## src/rtl/dpsm_pkg.sv

```systemverilog
// Package: constants and types for the drive power state machine
package dpsm_pkg;

  // Command word bit positions
  localparam int unsigned CW_SWITCH_ON   = 0;
  localparam int unsigned CW_EN_VOLTAGE  = 1;
  localparam int unsigned CW_QUICK_STOP  = 2;
  localparam int unsigned CW_EN_OPER     = 3;
  localparam int unsigned CW_FAULT_RESET = 7;
  localparam int unsigned CW_HALT        = 8;

  // State word bit positions
  localparam int unsigned SW_READY       = 0;
  localparam int unsigned SW_SWITCHED_ON = 1;
  localparam int unsigned SW_OPER_EN     = 2;
  localparam int unsigned SW_FAULT       = 3;
  localparam int unsigned SW_VOLTAGE     = 4;
  localparam int unsigned SW_QUICK_STOP  = 5;
  localparam int unsigned SW_SO_DISABLED = 6;
  localparam int unsigned SW_HALT        = 8;

  // Register indices
  localparam logic [3:0] ADDR_CTRL   = 4'h0;
  localparam logic [3:0] ADDR_STATUS = 4'h1;
  localparam logic [3:0] ADDR_MODE   = 4'h2;
  localparam logic [3:0] ADDR_QSOPT  = 4'h3;
  localparam logic [3:0] ADDR_STATE  = 4'h4;

  localparam logic [15:0] CTRL_RST  = 16'h0000;
  localparam logic [2:0]  QSOPT_RST = 3'h2;
  localparam logic [2:0]  QSOPT_STAY = 3'h5;
  localparam logic [7:0]  MODE_RST  = 8'h00;

  // Operating modes
  localparam logic [7:0] MODE_PROF_POS = 8'h01;
  localparam logic [7:0] MODE_PROF_VEL = 8'h03;
  localparam logic [7:0] MODE_PROF_TRQ = 8'h04;
  localparam logic [7:0] MODE_HOMING   = 8'h06;
  localparam logic [7:0] MODE_INTERP   = 8'h07;

  // Gray-coded along init -> disabled -> ready -> on -> enabled
  typedef enum logic [2:0] {
    DPSM_NOT_READY = 3'h0,
    DPSM_SO_DIS    = 3'h1,
    DPSM_READY     = 3'h3,
    DPSM_ON        = 3'h2,
    DPSM_OP_EN     = 3'h6,
    DPSM_QSTOP     = 3'h7,
    DPSM_FLT_REACT = 3'h5,
    DPSM_FAULT     = 3'h4
  } dpsm_state_t;

  typedef enum logic [2:0] {
    DPSM_CMD_NONE,
    DPSM_CMD_SHUTDOWN,
    DPSM_CMD_SWITCH_ON,
    DPSM_CMD_ENABLE_OP,
    DPSM_CMD_DISABLE_OP,
    DPSM_CMD_DISABLE_V,
    DPSM_CMD_QUICK_STOP,
    DPSM_CMD_FAULT_RST
  } dpsm_cmd_t;

  typedef struct packed {
    logic brake_release;
    logic power_on;
    logic drive_en;
    logic qstop_run;
    logic fault_react_run;
    logic param_write_ok;
  } dpsm_drive_t;

  typedef struct packed {
    dpsm_state_t state;
    logic [15:0] ctrl;
    logic        fault_rst_prev;
    logic [7:0]  mode;
    logic [2:0]  qsopt;
    logic        fault_latched;
    logic [15:0] rdata;
  } dpsm_regs_t;

endpackage

```

## src/rtl/dpsm_decode.sv

```systemverilog
// Command decoder: control word plus fault-reset edge into one command
`timescale 1ns/100ps
`default_nettype none

module dpsm_decode (
  input  wire logic [15:0]        ctrl,
  input  wire logic               fault_rst_prev,
  output dpsm_pkg::dpsm_cmd_t     cmd
);

  logic so;
  logic ev;
  logic qs;
  logic eo;
  logic fr;

  always_comb begin
    so = ctrl[dpsm_pkg::CW_SWITCH_ON];
    ev = ctrl[dpsm_pkg::CW_EN_VOLTAGE];
    qs = ctrl[dpsm_pkg::CW_QUICK_STOP];
    eo = ctrl[dpsm_pkg::CW_EN_OPER];
    fr = ctrl[dpsm_pkg::CW_FAULT_RESET];
    // Fault reset edge wins over all other encodings
    if (fr && !fault_rst_prev) begin
      cmd = dpsm_pkg::DPSM_CMD_FAULT_RST;
    end else if (!ev) begin
      cmd = dpsm_pkg::DPSM_CMD_DISABLE_V;
    end else if (!qs) begin
      cmd = dpsm_pkg::DPSM_CMD_QUICK_STOP;
    end else if (!so) begin
      cmd = dpsm_pkg::DPSM_CMD_SHUTDOWN;
    end else if (eo) begin
      cmd = dpsm_pkg::DPSM_CMD_ENABLE_OP;
    end else begin
      // Switch on and disable operation share one code; state picks meaning
      cmd = dpsm_pkg::DPSM_CMD_SWITCH_ON;
    end
  end

endmodule

`default_nettype wire

```

## src/rtl/dpsm_top.sv

```systemverilog
// Drive power state machine with a small register port
// How it works
// - Reset enters not-ready state; self-test runs there before anything else.
// - Not-ready keeps brake applied and drive function disabled.
// - Self-test success moves to switch-on-disabled and starts monitoring.
// - Shutdown goes to ready from disabled, switched-on and enabled; power off.
// - Switch-on in ready goes to switched-on and energises power.
// - Enable-operation in switched-on goes to enabled, drive function on.
// - Disable-operation in enabled returns to switched-on, drive off.
// - Quick stop in ready goes to switch-on-disabled.
// - Disable-voltage from enabled/on, quick stop from on: disabled, power cut.
// - Quick stop in enabled enters quick-stop-active.
// - Quick stop done or disable-voltage leaves quick stop unless option is 5.
// - With option 5 stay in quick stop; only enable-operation or a fault exits.
// - Fault detected enters fault-reaction-active.
// - Fault reaction done enters fault; drive off, power may go off.
// - Fault reset in fault goes to disabled only if no fault present.
// - Fault reaction keeps drive on and power applied during quick stop.
// - Parameter writes allowed in every state but not-ready.
// - Drive only in enabled, quick stop, fault reaction; motor power in those and in switched-on.
// - State machine runs only while the network is operational; register port always works.
// - Homing, position, velocity, torque, interpolated modes selectable.
// - Commands without a transition from the current state are ignored.
// - Switched-on has voltage and power stage ready, drive function off.
// - Rising edge of bit 7 clears faults; host clears bit afterwards.
// - State word reports ready, on, enabled, fault, quick stop, disabled.
`timescale 1ns/100ps
`default_nettype none

module dpsm_top (
  input  wire logic               clk,
  input  wire logic               nrst,
  input  wire logic [3:0]         addr,
  input  wire logic [15:0]        wdata,
  input  wire logic               wr,
  input  wire logic               rd,
  output logic [15:0]             rdata,
  input  wire logic               net_operational,
  input  wire logic               selftest_done,
  input  wire logic               selftest_ok,
  input  wire logic               fault_present,
  input  wire logic               fault_react_done,
  input  wire logic               qstop_done,
  input  wire logic               bus_voltage_ok,
  output logic                    param_write_ok,
  output logic                    power_on,
  output logic                    drive_en,
  output logic                    brake_release,
  output logic                    qstop_run,
  output logic                    fault_react_run,
  output logic                    halt_req,
  output logic [7:0]              operating_mode_select,
  output logic [15:0]             state_word
);

  dpsm_pkg::dpsm_regs_t  r_q;
  dpsm_pkg::dpsm_regs_t  r_d;
  dpsm_pkg::dpsm_cmd_t   cmd;
  dpsm_pkg::dpsm_drive_t drv;
  logic [15:0]           sw;

  ////////////////////////////////////////////////////////////////////////////////
  // Helpers

  function automatic logic mode_valid(input logic [7:0] m);
    mode_valid = (m == dpsm_pkg::MODE_PROF_POS) || (m == dpsm_pkg::MODE_PROF_VEL) ||
                 (m == dpsm_pkg::MODE_PROF_TRQ) || (m == dpsm_pkg::MODE_HOMING) ||
                 (m == dpsm_pkg::MODE_INTERP);
  endfunction

  function automatic dpsm_pkg::dpsm_drive_t drive_of(input dpsm_pkg::dpsm_state_t s);
    dpsm_pkg::dpsm_drive_t d;
    d = '0;
    d.param_write_ok = (s != dpsm_pkg::DPSM_NOT_READY);
    case (s)
      dpsm_pkg::DPSM_NOT_READY: begin
        d.param_write_ok = 1'b0;
      end
      dpsm_pkg::DPSM_ON: begin
        d.power_on = 1'b1;
      end
      dpsm_pkg::DPSM_OP_EN: begin
        d.power_on      = 1'b1;
        d.drive_en      = 1'b1;
        d.brake_release = 1'b1;
      end
      dpsm_pkg::DPSM_QSTOP: begin
        d.power_on      = 1'b1;
        d.drive_en      = 1'b1;
        d.brake_release = 1'b1;
        d.qstop_run     = 1'b1;
      end
      dpsm_pkg::DPSM_FLT_REACT: begin
        d.power_on        = 1'b1;
        d.drive_en        = 1'b1;
        d.brake_release   = 1'b1;
        d.qstop_run       = 1'b1;
        d.fault_react_run = 1'b1;
      end
      dpsm_pkg::DPSM_SO_DIS: begin
        d.power_on = 1'b0;
      end
      dpsm_pkg::DPSM_READY: begin
        d.power_on = 1'b0;
      end
      dpsm_pkg::DPSM_FAULT: begin
        // Power could stay up in fault; cutting it keeps a faulted stage safe
        d.power_on = 1'b0;
      end
      default: begin
        d.power_on = 1'b0;
      end
    endcase
    drive_of = d;
  endfunction

  ////////////////////////////////////////////////////////////////////////////////
  // Command decode

  dpsm_decode u_decode (
    .ctrl           (r_q.ctrl),
    .fault_rst_prev (r_q.fault_rst_prev),
    .cmd            (cmd)
  );

  ////////////////////////////////////////////////////////////////////////////////
  // Next state

  always_comb begin
    r_d = r_q;
    if (net_operational) begin
      r_d.fault_rst_prev = r_q.ctrl[dpsm_pkg::CW_FAULT_RESET];
      if (fault_present) begin
        r_d.fault_latched = 1'b1;
      end
      // Fault first, except during init and while already handling one
      if (fault_present && (r_q.state != dpsm_pkg::DPSM_NOT_READY) &&
          (r_q.state != dpsm_pkg::DPSM_FLT_REACT) &&
          (r_q.state != dpsm_pkg::DPSM_FAULT)) begin
        r_d.state = dpsm_pkg::DPSM_FLT_REACT;
      end else begin
        // Unlisted command/state pairs fall through unchanged
        case (r_q.state)
          dpsm_pkg::DPSM_NOT_READY: begin
            if (selftest_done && selftest_ok) begin
              r_d.state = dpsm_pkg::DPSM_SO_DIS;
            end
          end
          dpsm_pkg::DPSM_SO_DIS: begin
            if (cmd == dpsm_pkg::DPSM_CMD_SHUTDOWN) begin
              r_d.state = dpsm_pkg::DPSM_READY;
            end
          end
          dpsm_pkg::DPSM_READY: begin
            if (cmd == dpsm_pkg::DPSM_CMD_SWITCH_ON ||
                cmd == dpsm_pkg::DPSM_CMD_ENABLE_OP) begin
              r_d.state = dpsm_pkg::DPSM_ON;
            end else if (cmd == dpsm_pkg::DPSM_CMD_QUICK_STOP ||
                         cmd == dpsm_pkg::DPSM_CMD_DISABLE_V) begin
              r_d.state = dpsm_pkg::DPSM_SO_DIS;
            end
          end
          dpsm_pkg::DPSM_ON: begin
            if (cmd == dpsm_pkg::DPSM_CMD_ENABLE_OP) begin
              r_d.state = dpsm_pkg::DPSM_OP_EN;
            end else if (cmd == dpsm_pkg::DPSM_CMD_SHUTDOWN) begin
              r_d.state = dpsm_pkg::DPSM_READY;
            end else if (cmd == dpsm_pkg::DPSM_CMD_DISABLE_V ||
                         cmd == dpsm_pkg::DPSM_CMD_QUICK_STOP) begin
              r_d.state = dpsm_pkg::DPSM_SO_DIS;
            end
          end
          dpsm_pkg::DPSM_OP_EN: begin
            if (cmd == dpsm_pkg::DPSM_CMD_SWITCH_ON) begin
              r_d.state = dpsm_pkg::DPSM_ON;
            end else if (cmd == dpsm_pkg::DPSM_CMD_SHUTDOWN) begin
              r_d.state = dpsm_pkg::DPSM_READY;
            end else if (cmd == dpsm_pkg::DPSM_CMD_DISABLE_V) begin
              r_d.state = dpsm_pkg::DPSM_SO_DIS;
            end else if (cmd == dpsm_pkg::DPSM_CMD_QUICK_STOP) begin
              r_d.state = dpsm_pkg::DPSM_QSTOP;
            end
          end
          dpsm_pkg::DPSM_QSTOP: begin
            if (r_q.qsopt == dpsm_pkg::QSOPT_STAY) begin
              if (cmd == dpsm_pkg::DPSM_CMD_ENABLE_OP) begin
                r_d.state = dpsm_pkg::DPSM_OP_EN;
              end
            end else if (qstop_done || cmd == dpsm_pkg::DPSM_CMD_DISABLE_V) begin
              r_d.state = dpsm_pkg::DPSM_SO_DIS;
            end
          end
          dpsm_pkg::DPSM_FLT_REACT: begin
            if (fault_react_done) begin
              r_d.state = dpsm_pkg::DPSM_FAULT;
            end
          end
          dpsm_pkg::DPSM_FAULT: begin
            // A fault still present keeps the latch; the reset is refused
            if (cmd == dpsm_pkg::DPSM_CMD_FAULT_RST && !fault_present) begin
              r_d.state         = dpsm_pkg::DPSM_SO_DIS;
              r_d.fault_latched = 1'b0;
            end
          end
          default: begin
            r_d.state = dpsm_pkg::DPSM_NOT_READY;
          end
        endcase
      end
    end
    // Register writes; mode and option are parameters, locked during init
    if (wr) begin
      case (addr)
        dpsm_pkg::ADDR_CTRL: begin
          r_d.ctrl = wdata;
        end
        dpsm_pkg::ADDR_MODE: begin
          if (drv.param_write_ok && mode_valid(wdata[7:0])) begin
            r_d.mode = wdata[7:0];
          end
        end
        dpsm_pkg::ADDR_QSOPT: begin
          if (drv.param_write_ok) begin
            r_d.qsopt = wdata[2:0];
          end
        end
        default: begin
          // Status and raw state are read only; writes there are dropped
        end
      endcase
    end
    // Read data valid only in the cycle after the strobe
    r_d.rdata = 16'h0000;
    if (rd) begin
      case (addr)
        dpsm_pkg::ADDR_CTRL: begin
          r_d.rdata = r_q.ctrl;
        end
        dpsm_pkg::ADDR_STATUS: begin
          r_d.rdata = sw;
        end
        dpsm_pkg::ADDR_MODE: begin
          r_d.rdata = {8'h00, r_q.mode};
        end
        dpsm_pkg::ADDR_QSOPT: begin
          r_d.rdata = {13'h0000, r_q.qsopt};
        end
        dpsm_pkg::ADDR_STATE: begin
          r_d.rdata = {13'h0000, r_q.state};
        end
        // Unmapped indices read zero
        default: begin
          r_d.rdata = 16'h0000;
        end
      endcase
    end
  end

  ////////////////////////////////////////////////////////////////////////////////
  // Outputs and state word

  always_comb begin
    drv = drive_of(r_q.state);
    sw  = 16'h0000;
    // One flag pattern per state, fault reaction and fault sharing one; the quick stop flag is active low
    case (r_q.state)
      dpsm_pkg::DPSM_NOT_READY: begin
        sw[dpsm_pkg::SW_QUICK_STOP] = 1'b1;
      end
      dpsm_pkg::DPSM_SO_DIS: begin
        sw[dpsm_pkg::SW_QUICK_STOP]  = 1'b1;
        sw[dpsm_pkg::SW_SO_DISABLED] = 1'b1;
      end
      dpsm_pkg::DPSM_READY: begin
        sw[dpsm_pkg::SW_READY]      = 1'b1;
        sw[dpsm_pkg::SW_QUICK_STOP] = 1'b1;
      end
      dpsm_pkg::DPSM_ON: begin
        sw[dpsm_pkg::SW_READY]       = 1'b1;
        sw[dpsm_pkg::SW_SWITCHED_ON] = 1'b1;
        sw[dpsm_pkg::SW_QUICK_STOP]  = 1'b1;
      end
      dpsm_pkg::DPSM_OP_EN: begin
        sw[dpsm_pkg::SW_READY]       = 1'b1;
        sw[dpsm_pkg::SW_SWITCHED_ON] = 1'b1;
        sw[dpsm_pkg::SW_OPER_EN]     = 1'b1;
        sw[dpsm_pkg::SW_QUICK_STOP]  = 1'b1;
      end
      dpsm_pkg::DPSM_QSTOP: begin
        // Quick stop flag left low: the host reads it as a stop in progress
        sw[dpsm_pkg::SW_READY]       = 1'b1;
        sw[dpsm_pkg::SW_SWITCHED_ON] = 1'b1;
        sw[dpsm_pkg::SW_OPER_EN]     = 1'b1;
      end
      dpsm_pkg::DPSM_FLT_REACT: begin
        sw[dpsm_pkg::SW_FAULT]      = 1'b1;
        sw[dpsm_pkg::SW_QUICK_STOP] = 1'b1;
      end
      dpsm_pkg::DPSM_FAULT: begin
        sw[dpsm_pkg::SW_FAULT]      = 1'b1;
        sw[dpsm_pkg::SW_QUICK_STOP] = 1'b1;
      end
      default: begin
        sw = 16'h0000;
      end
    endcase
    sw[dpsm_pkg::SW_FAULT]   = sw[dpsm_pkg::SW_FAULT] || r_q.fault_latched;
    sw[dpsm_pkg::SW_VOLTAGE] = bus_voltage_ok;
    sw[dpsm_pkg::SW_HALT]    = r_q.ctrl[dpsm_pkg::CW_HALT];
  end

  assign param_write_ok        = drv.param_write_ok;
  assign power_on              = drv.power_on;
  assign drive_en              = drv.drive_en;
  assign brake_release         = drv.brake_release;
  assign qstop_run             = drv.qstop_run;
  assign fault_react_run       = drv.fault_react_run;
  assign halt_req              = r_q.ctrl[dpsm_pkg::CW_HALT] && drv.drive_en;
  assign operating_mode_select = r_q.mode;
  assign state_word            = sw;
  assign rdata                 = r_q.rdata;

  ////////////////////////////////////////////////////////////////////////////////
  // State register

  always_ff @(posedge clk or negedge nrst) begin
    if (!nrst) begin
      r_q.state          <= dpsm_pkg::DPSM_NOT_READY;
      r_q.ctrl           <= dpsm_pkg::CTRL_RST;
      r_q.fault_rst_prev <= 1'b0;
      r_q.mode           <= dpsm_pkg::MODE_RST;
      r_q.qsopt          <= dpsm_pkg::QSOPT_RST;
      r_q.fault_latched  <= 1'b0;
      r_q.rdata          <= 16'h0000;
    end else begin
      r_q <= r_d;
    end
  end

endmodule

`default_nettype wire

```

## config.mk

```make
export PLATFORM = sky130hd
export DESIGN_NAME = dpsm_top
export DESIGN_NICKNAME = d
export VERILOG_FILES = /design/src/rtl/dpsm_pkg.sv /design/src/rtl/dpsm_decode.sv /design/src/rtl/dpsm_top.sv
export SDC_FILE = /design/constraint.sdc
export NUM_CORES = 1
export LEC_CHECK = 0
export ABC_AREA = 1
export CAP_MARGIN = 40
export CELL_PAD_IN_SITES_DETAIL_PLACEMENT = 2
export CELL_PAD_IN_SITES_GLOBAL_PLACEMENT = 2
export CORE_MARGIN = 3
export CORE_UTILIZATION = 25
export DETAILED_ROUTE_END_ITERATION = 7
export DONT_BUFFER_PORTS = 1
export PLACE_DENSITY_LB_ADDON = 0.3
export SLEW_MARGIN = 20
export SYNTH_ARGS = -nofsm -noshare
export SYNTH_HDL_FRONTEND = slang
export SYNTH_SLANG_ARGS = --single-unit
```

## constraint.sdc

```tcl
create_clock -name clk -period 1.27 [get_ports clk]
set_input_delay 0 -clock clk [delete_from_list [all_inputs] [get_ports clk]]
set_output_delay 0 -clock clk [all_outputs]
set_load 0.01 [all_outputs]
```

==> qor.txt <==
row count: 36
commonest cells after routing, fill and taps aside: 49 x nand2_1, 43 x dfrtp_1, 37 x inv_1
Hold Path End: state_word[4]
Peak Freq: 653 MHz
# nets final: 425
Crit Path Max Fanout: 7
number of CTS-inserted buffers: 5
total grt overflow: 0
share of layout cells above drive strength 1: 38.5%
Synth top area share: 44.4%
Root Buffer: clkbuf_8
Die Area: 11900 sq um
slew margin rel.: 62.5%
Sw Pwr: 2.48 mW
Max IR drop VDD: 554 uV
max-slew violation count: 0
register share of total power: 31.4%
Port-buffer cells: 0
Int Pwr: 4.05 mW
worst hold start: bus_voltage_ok
drc violations: 0
RSZ-0062 raised after global routing: true
post-synth cell types: 36
clk_lat worst skew: 0.31 ns
hold path cells: 0
sequential cell area fraction in the yosys report: 45.4%
H-tree Lvls: 2
Arr. time, crit path: 1.73 ns
first-pass GRT wire length: 14.9 mm
Area after DPL: 2930 sq um
Final Cycle Share: 121%
core area: 10000 sq um
worst slack, placed: -0.326 ns
R2R depth: 8
routed wire length: 9.32 mm
Synth Instances: 334
DRT iter0 DRCs: 65
#FFs+latches synth: 48
min Tclk post-route: 1.53 ns
Crit path required time: 1.47 ns
global-route usage over all layers: 16.3%
status: finished, violations left
FF-to-FF Start: r_q[45]
Die Y: 109 um
Vias: 2374
initial antenna violation count: 0
largest net degree at the start of global routing: 49
Mean Syn Cell Area: 7.93 sq um
via density per instance: 4.50
P per Cell Area: 1700 nW/um^2
Filler Cells Inserted: 1124
multi-input combinational cell area: 1280 sq um
type of the most critical hold path: input pin to primary output
Final ANT Viol Nets: 0
Antenna Cells: 0
most common cell after layout, fill and taps aside: nand2_1
clock share of power: 20.8%
Worst Setup Path Type: flop to flop
GP Congestion: 0.838
Ports: 78
Setup violations, final: 25
Reg clk slew, reported paths: 0.09 ns
initial core utilization: 26.4%
Worst Slack Setup Final: -0.262 ns
Final Cell Area: 3840 sq um
LEAKAGE: 1.90 nW
R2R setup slack: -0.26 ns
post-DP HPWL: 6.72 mm
Comb pwr share: 47.7%
setup TNS: -3.36 ns
P&R area growth vs syn: 44.8%
fin util: 38.2%
switch share: 37.9%
clock skew: 0.00617 ns
vias in the first global route: 2682
CTS tree: built
max-cap viol count: 0
Fin. Hold Viols: 0
drt first pass iters: 4
Register Area: 1210 sq um
synth top area cells: dfrtp_1 44%, buf_4 10%, nand2_1 8.8%
failing checks: negative setup slack
Setup crit end kind: flop
CTS max path bufs: 2
R2R Path End: r_q[45]
crit path launch type: flop
Yosys warning count: 0
WL per Instance: 17.6 um
Slew @ Worst Pin: 0.558 ns
CTS sink cnt: 48
Die W: 109 um
Yosys top cell by area: dfrtp_1
Mapped Area: 2650 sq um
-- power groups by stage --
stage	clock, mW	combinational (mW)	sequential [mW]
floorplan	0	1.28	1.91
global route	1.48	3.40	2.09
detailed placement	0	2.14	2.02
global placement	0	2.08	2.01
CTS	1.41	2.70	2.04
finish	1.36	3.11	2.05
-- cell usage after synthesis, drive strengths merged --
cell type	count
nand2	72
inv	48
dfrtp	47
nor2	46
buf	40
nand3	19
a21oi	17
o21ai	17
o22ai	4
nand4	3
nor3	3
a211oi	2
a31oi	2
clkinv	2
nand3b	2
clkbuf	1
conb	1
dfstp	1
mux2	1
nor4	1
o211ai	1
o21a	1
o21bai	1
o221ai	1
o31ai	1
-- flip-flops by register name, indices dropped and copies added (netlist names) --
signal,flops
operating_mode_select,8
r_q,23
rdata,16
state_word,1
-- area by class of cell --
class / count / area share, %
multi-input cells: 202 / 33.3
clock buffers: 5 / 1.79
clock inverters: 3 / 1.79
inverters: 50 / 5.48
well taps: 133 / 4.34
repair buffers: 87 / 21.9
flip-flops and latches: 48 / 31.5
-- how the worst max path moves through the flow --
stage	start	to	slack, ns	cells past startpoint
floorplan	r_q[45]	r_q[45]	-0.03	10
global placement	r_q[46]	r_q[47]	-0.27	8
detailed placement	r_q[46]	r_q[46]	-0.33	9
CTS	r_q[36]	r_q[46]	-0.21	10
global route	r_q[36]	r_q[47]	-0.41	10
finish	r_q[45]	r_q[45]	-0.26	8
-- repair_timing --
action                     4_1_cts  5_1_grt
hold endpoints to repair        79        0
pin swaps                       13       14
setup endpoints to repair       30       29
resized for setup               59       60
hold buffers                    25        0
gates cloned                     0        0
buffers inserted                 7        9
-- through the flow --
stage	power [mW]	hold slack (ns)	std cells
after detailed placement	4.16	-0.293	483
after global placement	4.09	-0.293	483
after CTS	6.15	0.0000901	522
after floorplan	3.19	-0.296	341
final	6.53	0.000105	528
after global routing	6.97	0.0000884	528
-- cell families (layout without fill, tap and decap cells) --
kind of cell | after synthesis | in the layout | share of synthesized area, %
and+or+nand+nor | 146 | 146 | 25.5
buffers and inverters | 91 | 145 | 18.4
DFF | 48 | 48 | 45.4
AOI/OAI and AO/OA | 47 | 47 | 10.2
other | 1 | 8 | 0.142
muxes | 1 | 1 | 0.425
-- layer usage --
metal | GRT usage, % | share of wire, % | vias up
li1 | - | - | 1133
met2 | 29.2 | 53 | 57
met3 | 3.67 | 4.5 | 6
met1 | 20.1 | 41 | 1178
met4 | 3.25 | 0.99 | 0
met5 | 0 | 0 | -
-- critical path: stages, from the launching register on --
cell and delay [ns]:
dfrtp_2 0.50, nor2_4 0.07, buf_6 0.12, a21oi_1 0.20
nand3_1 0.16, nor2_1 0.14, nand3_1 0.10, nand3_1 0.09
nand2_1 0.05
(Power assumes the default switching activity.)
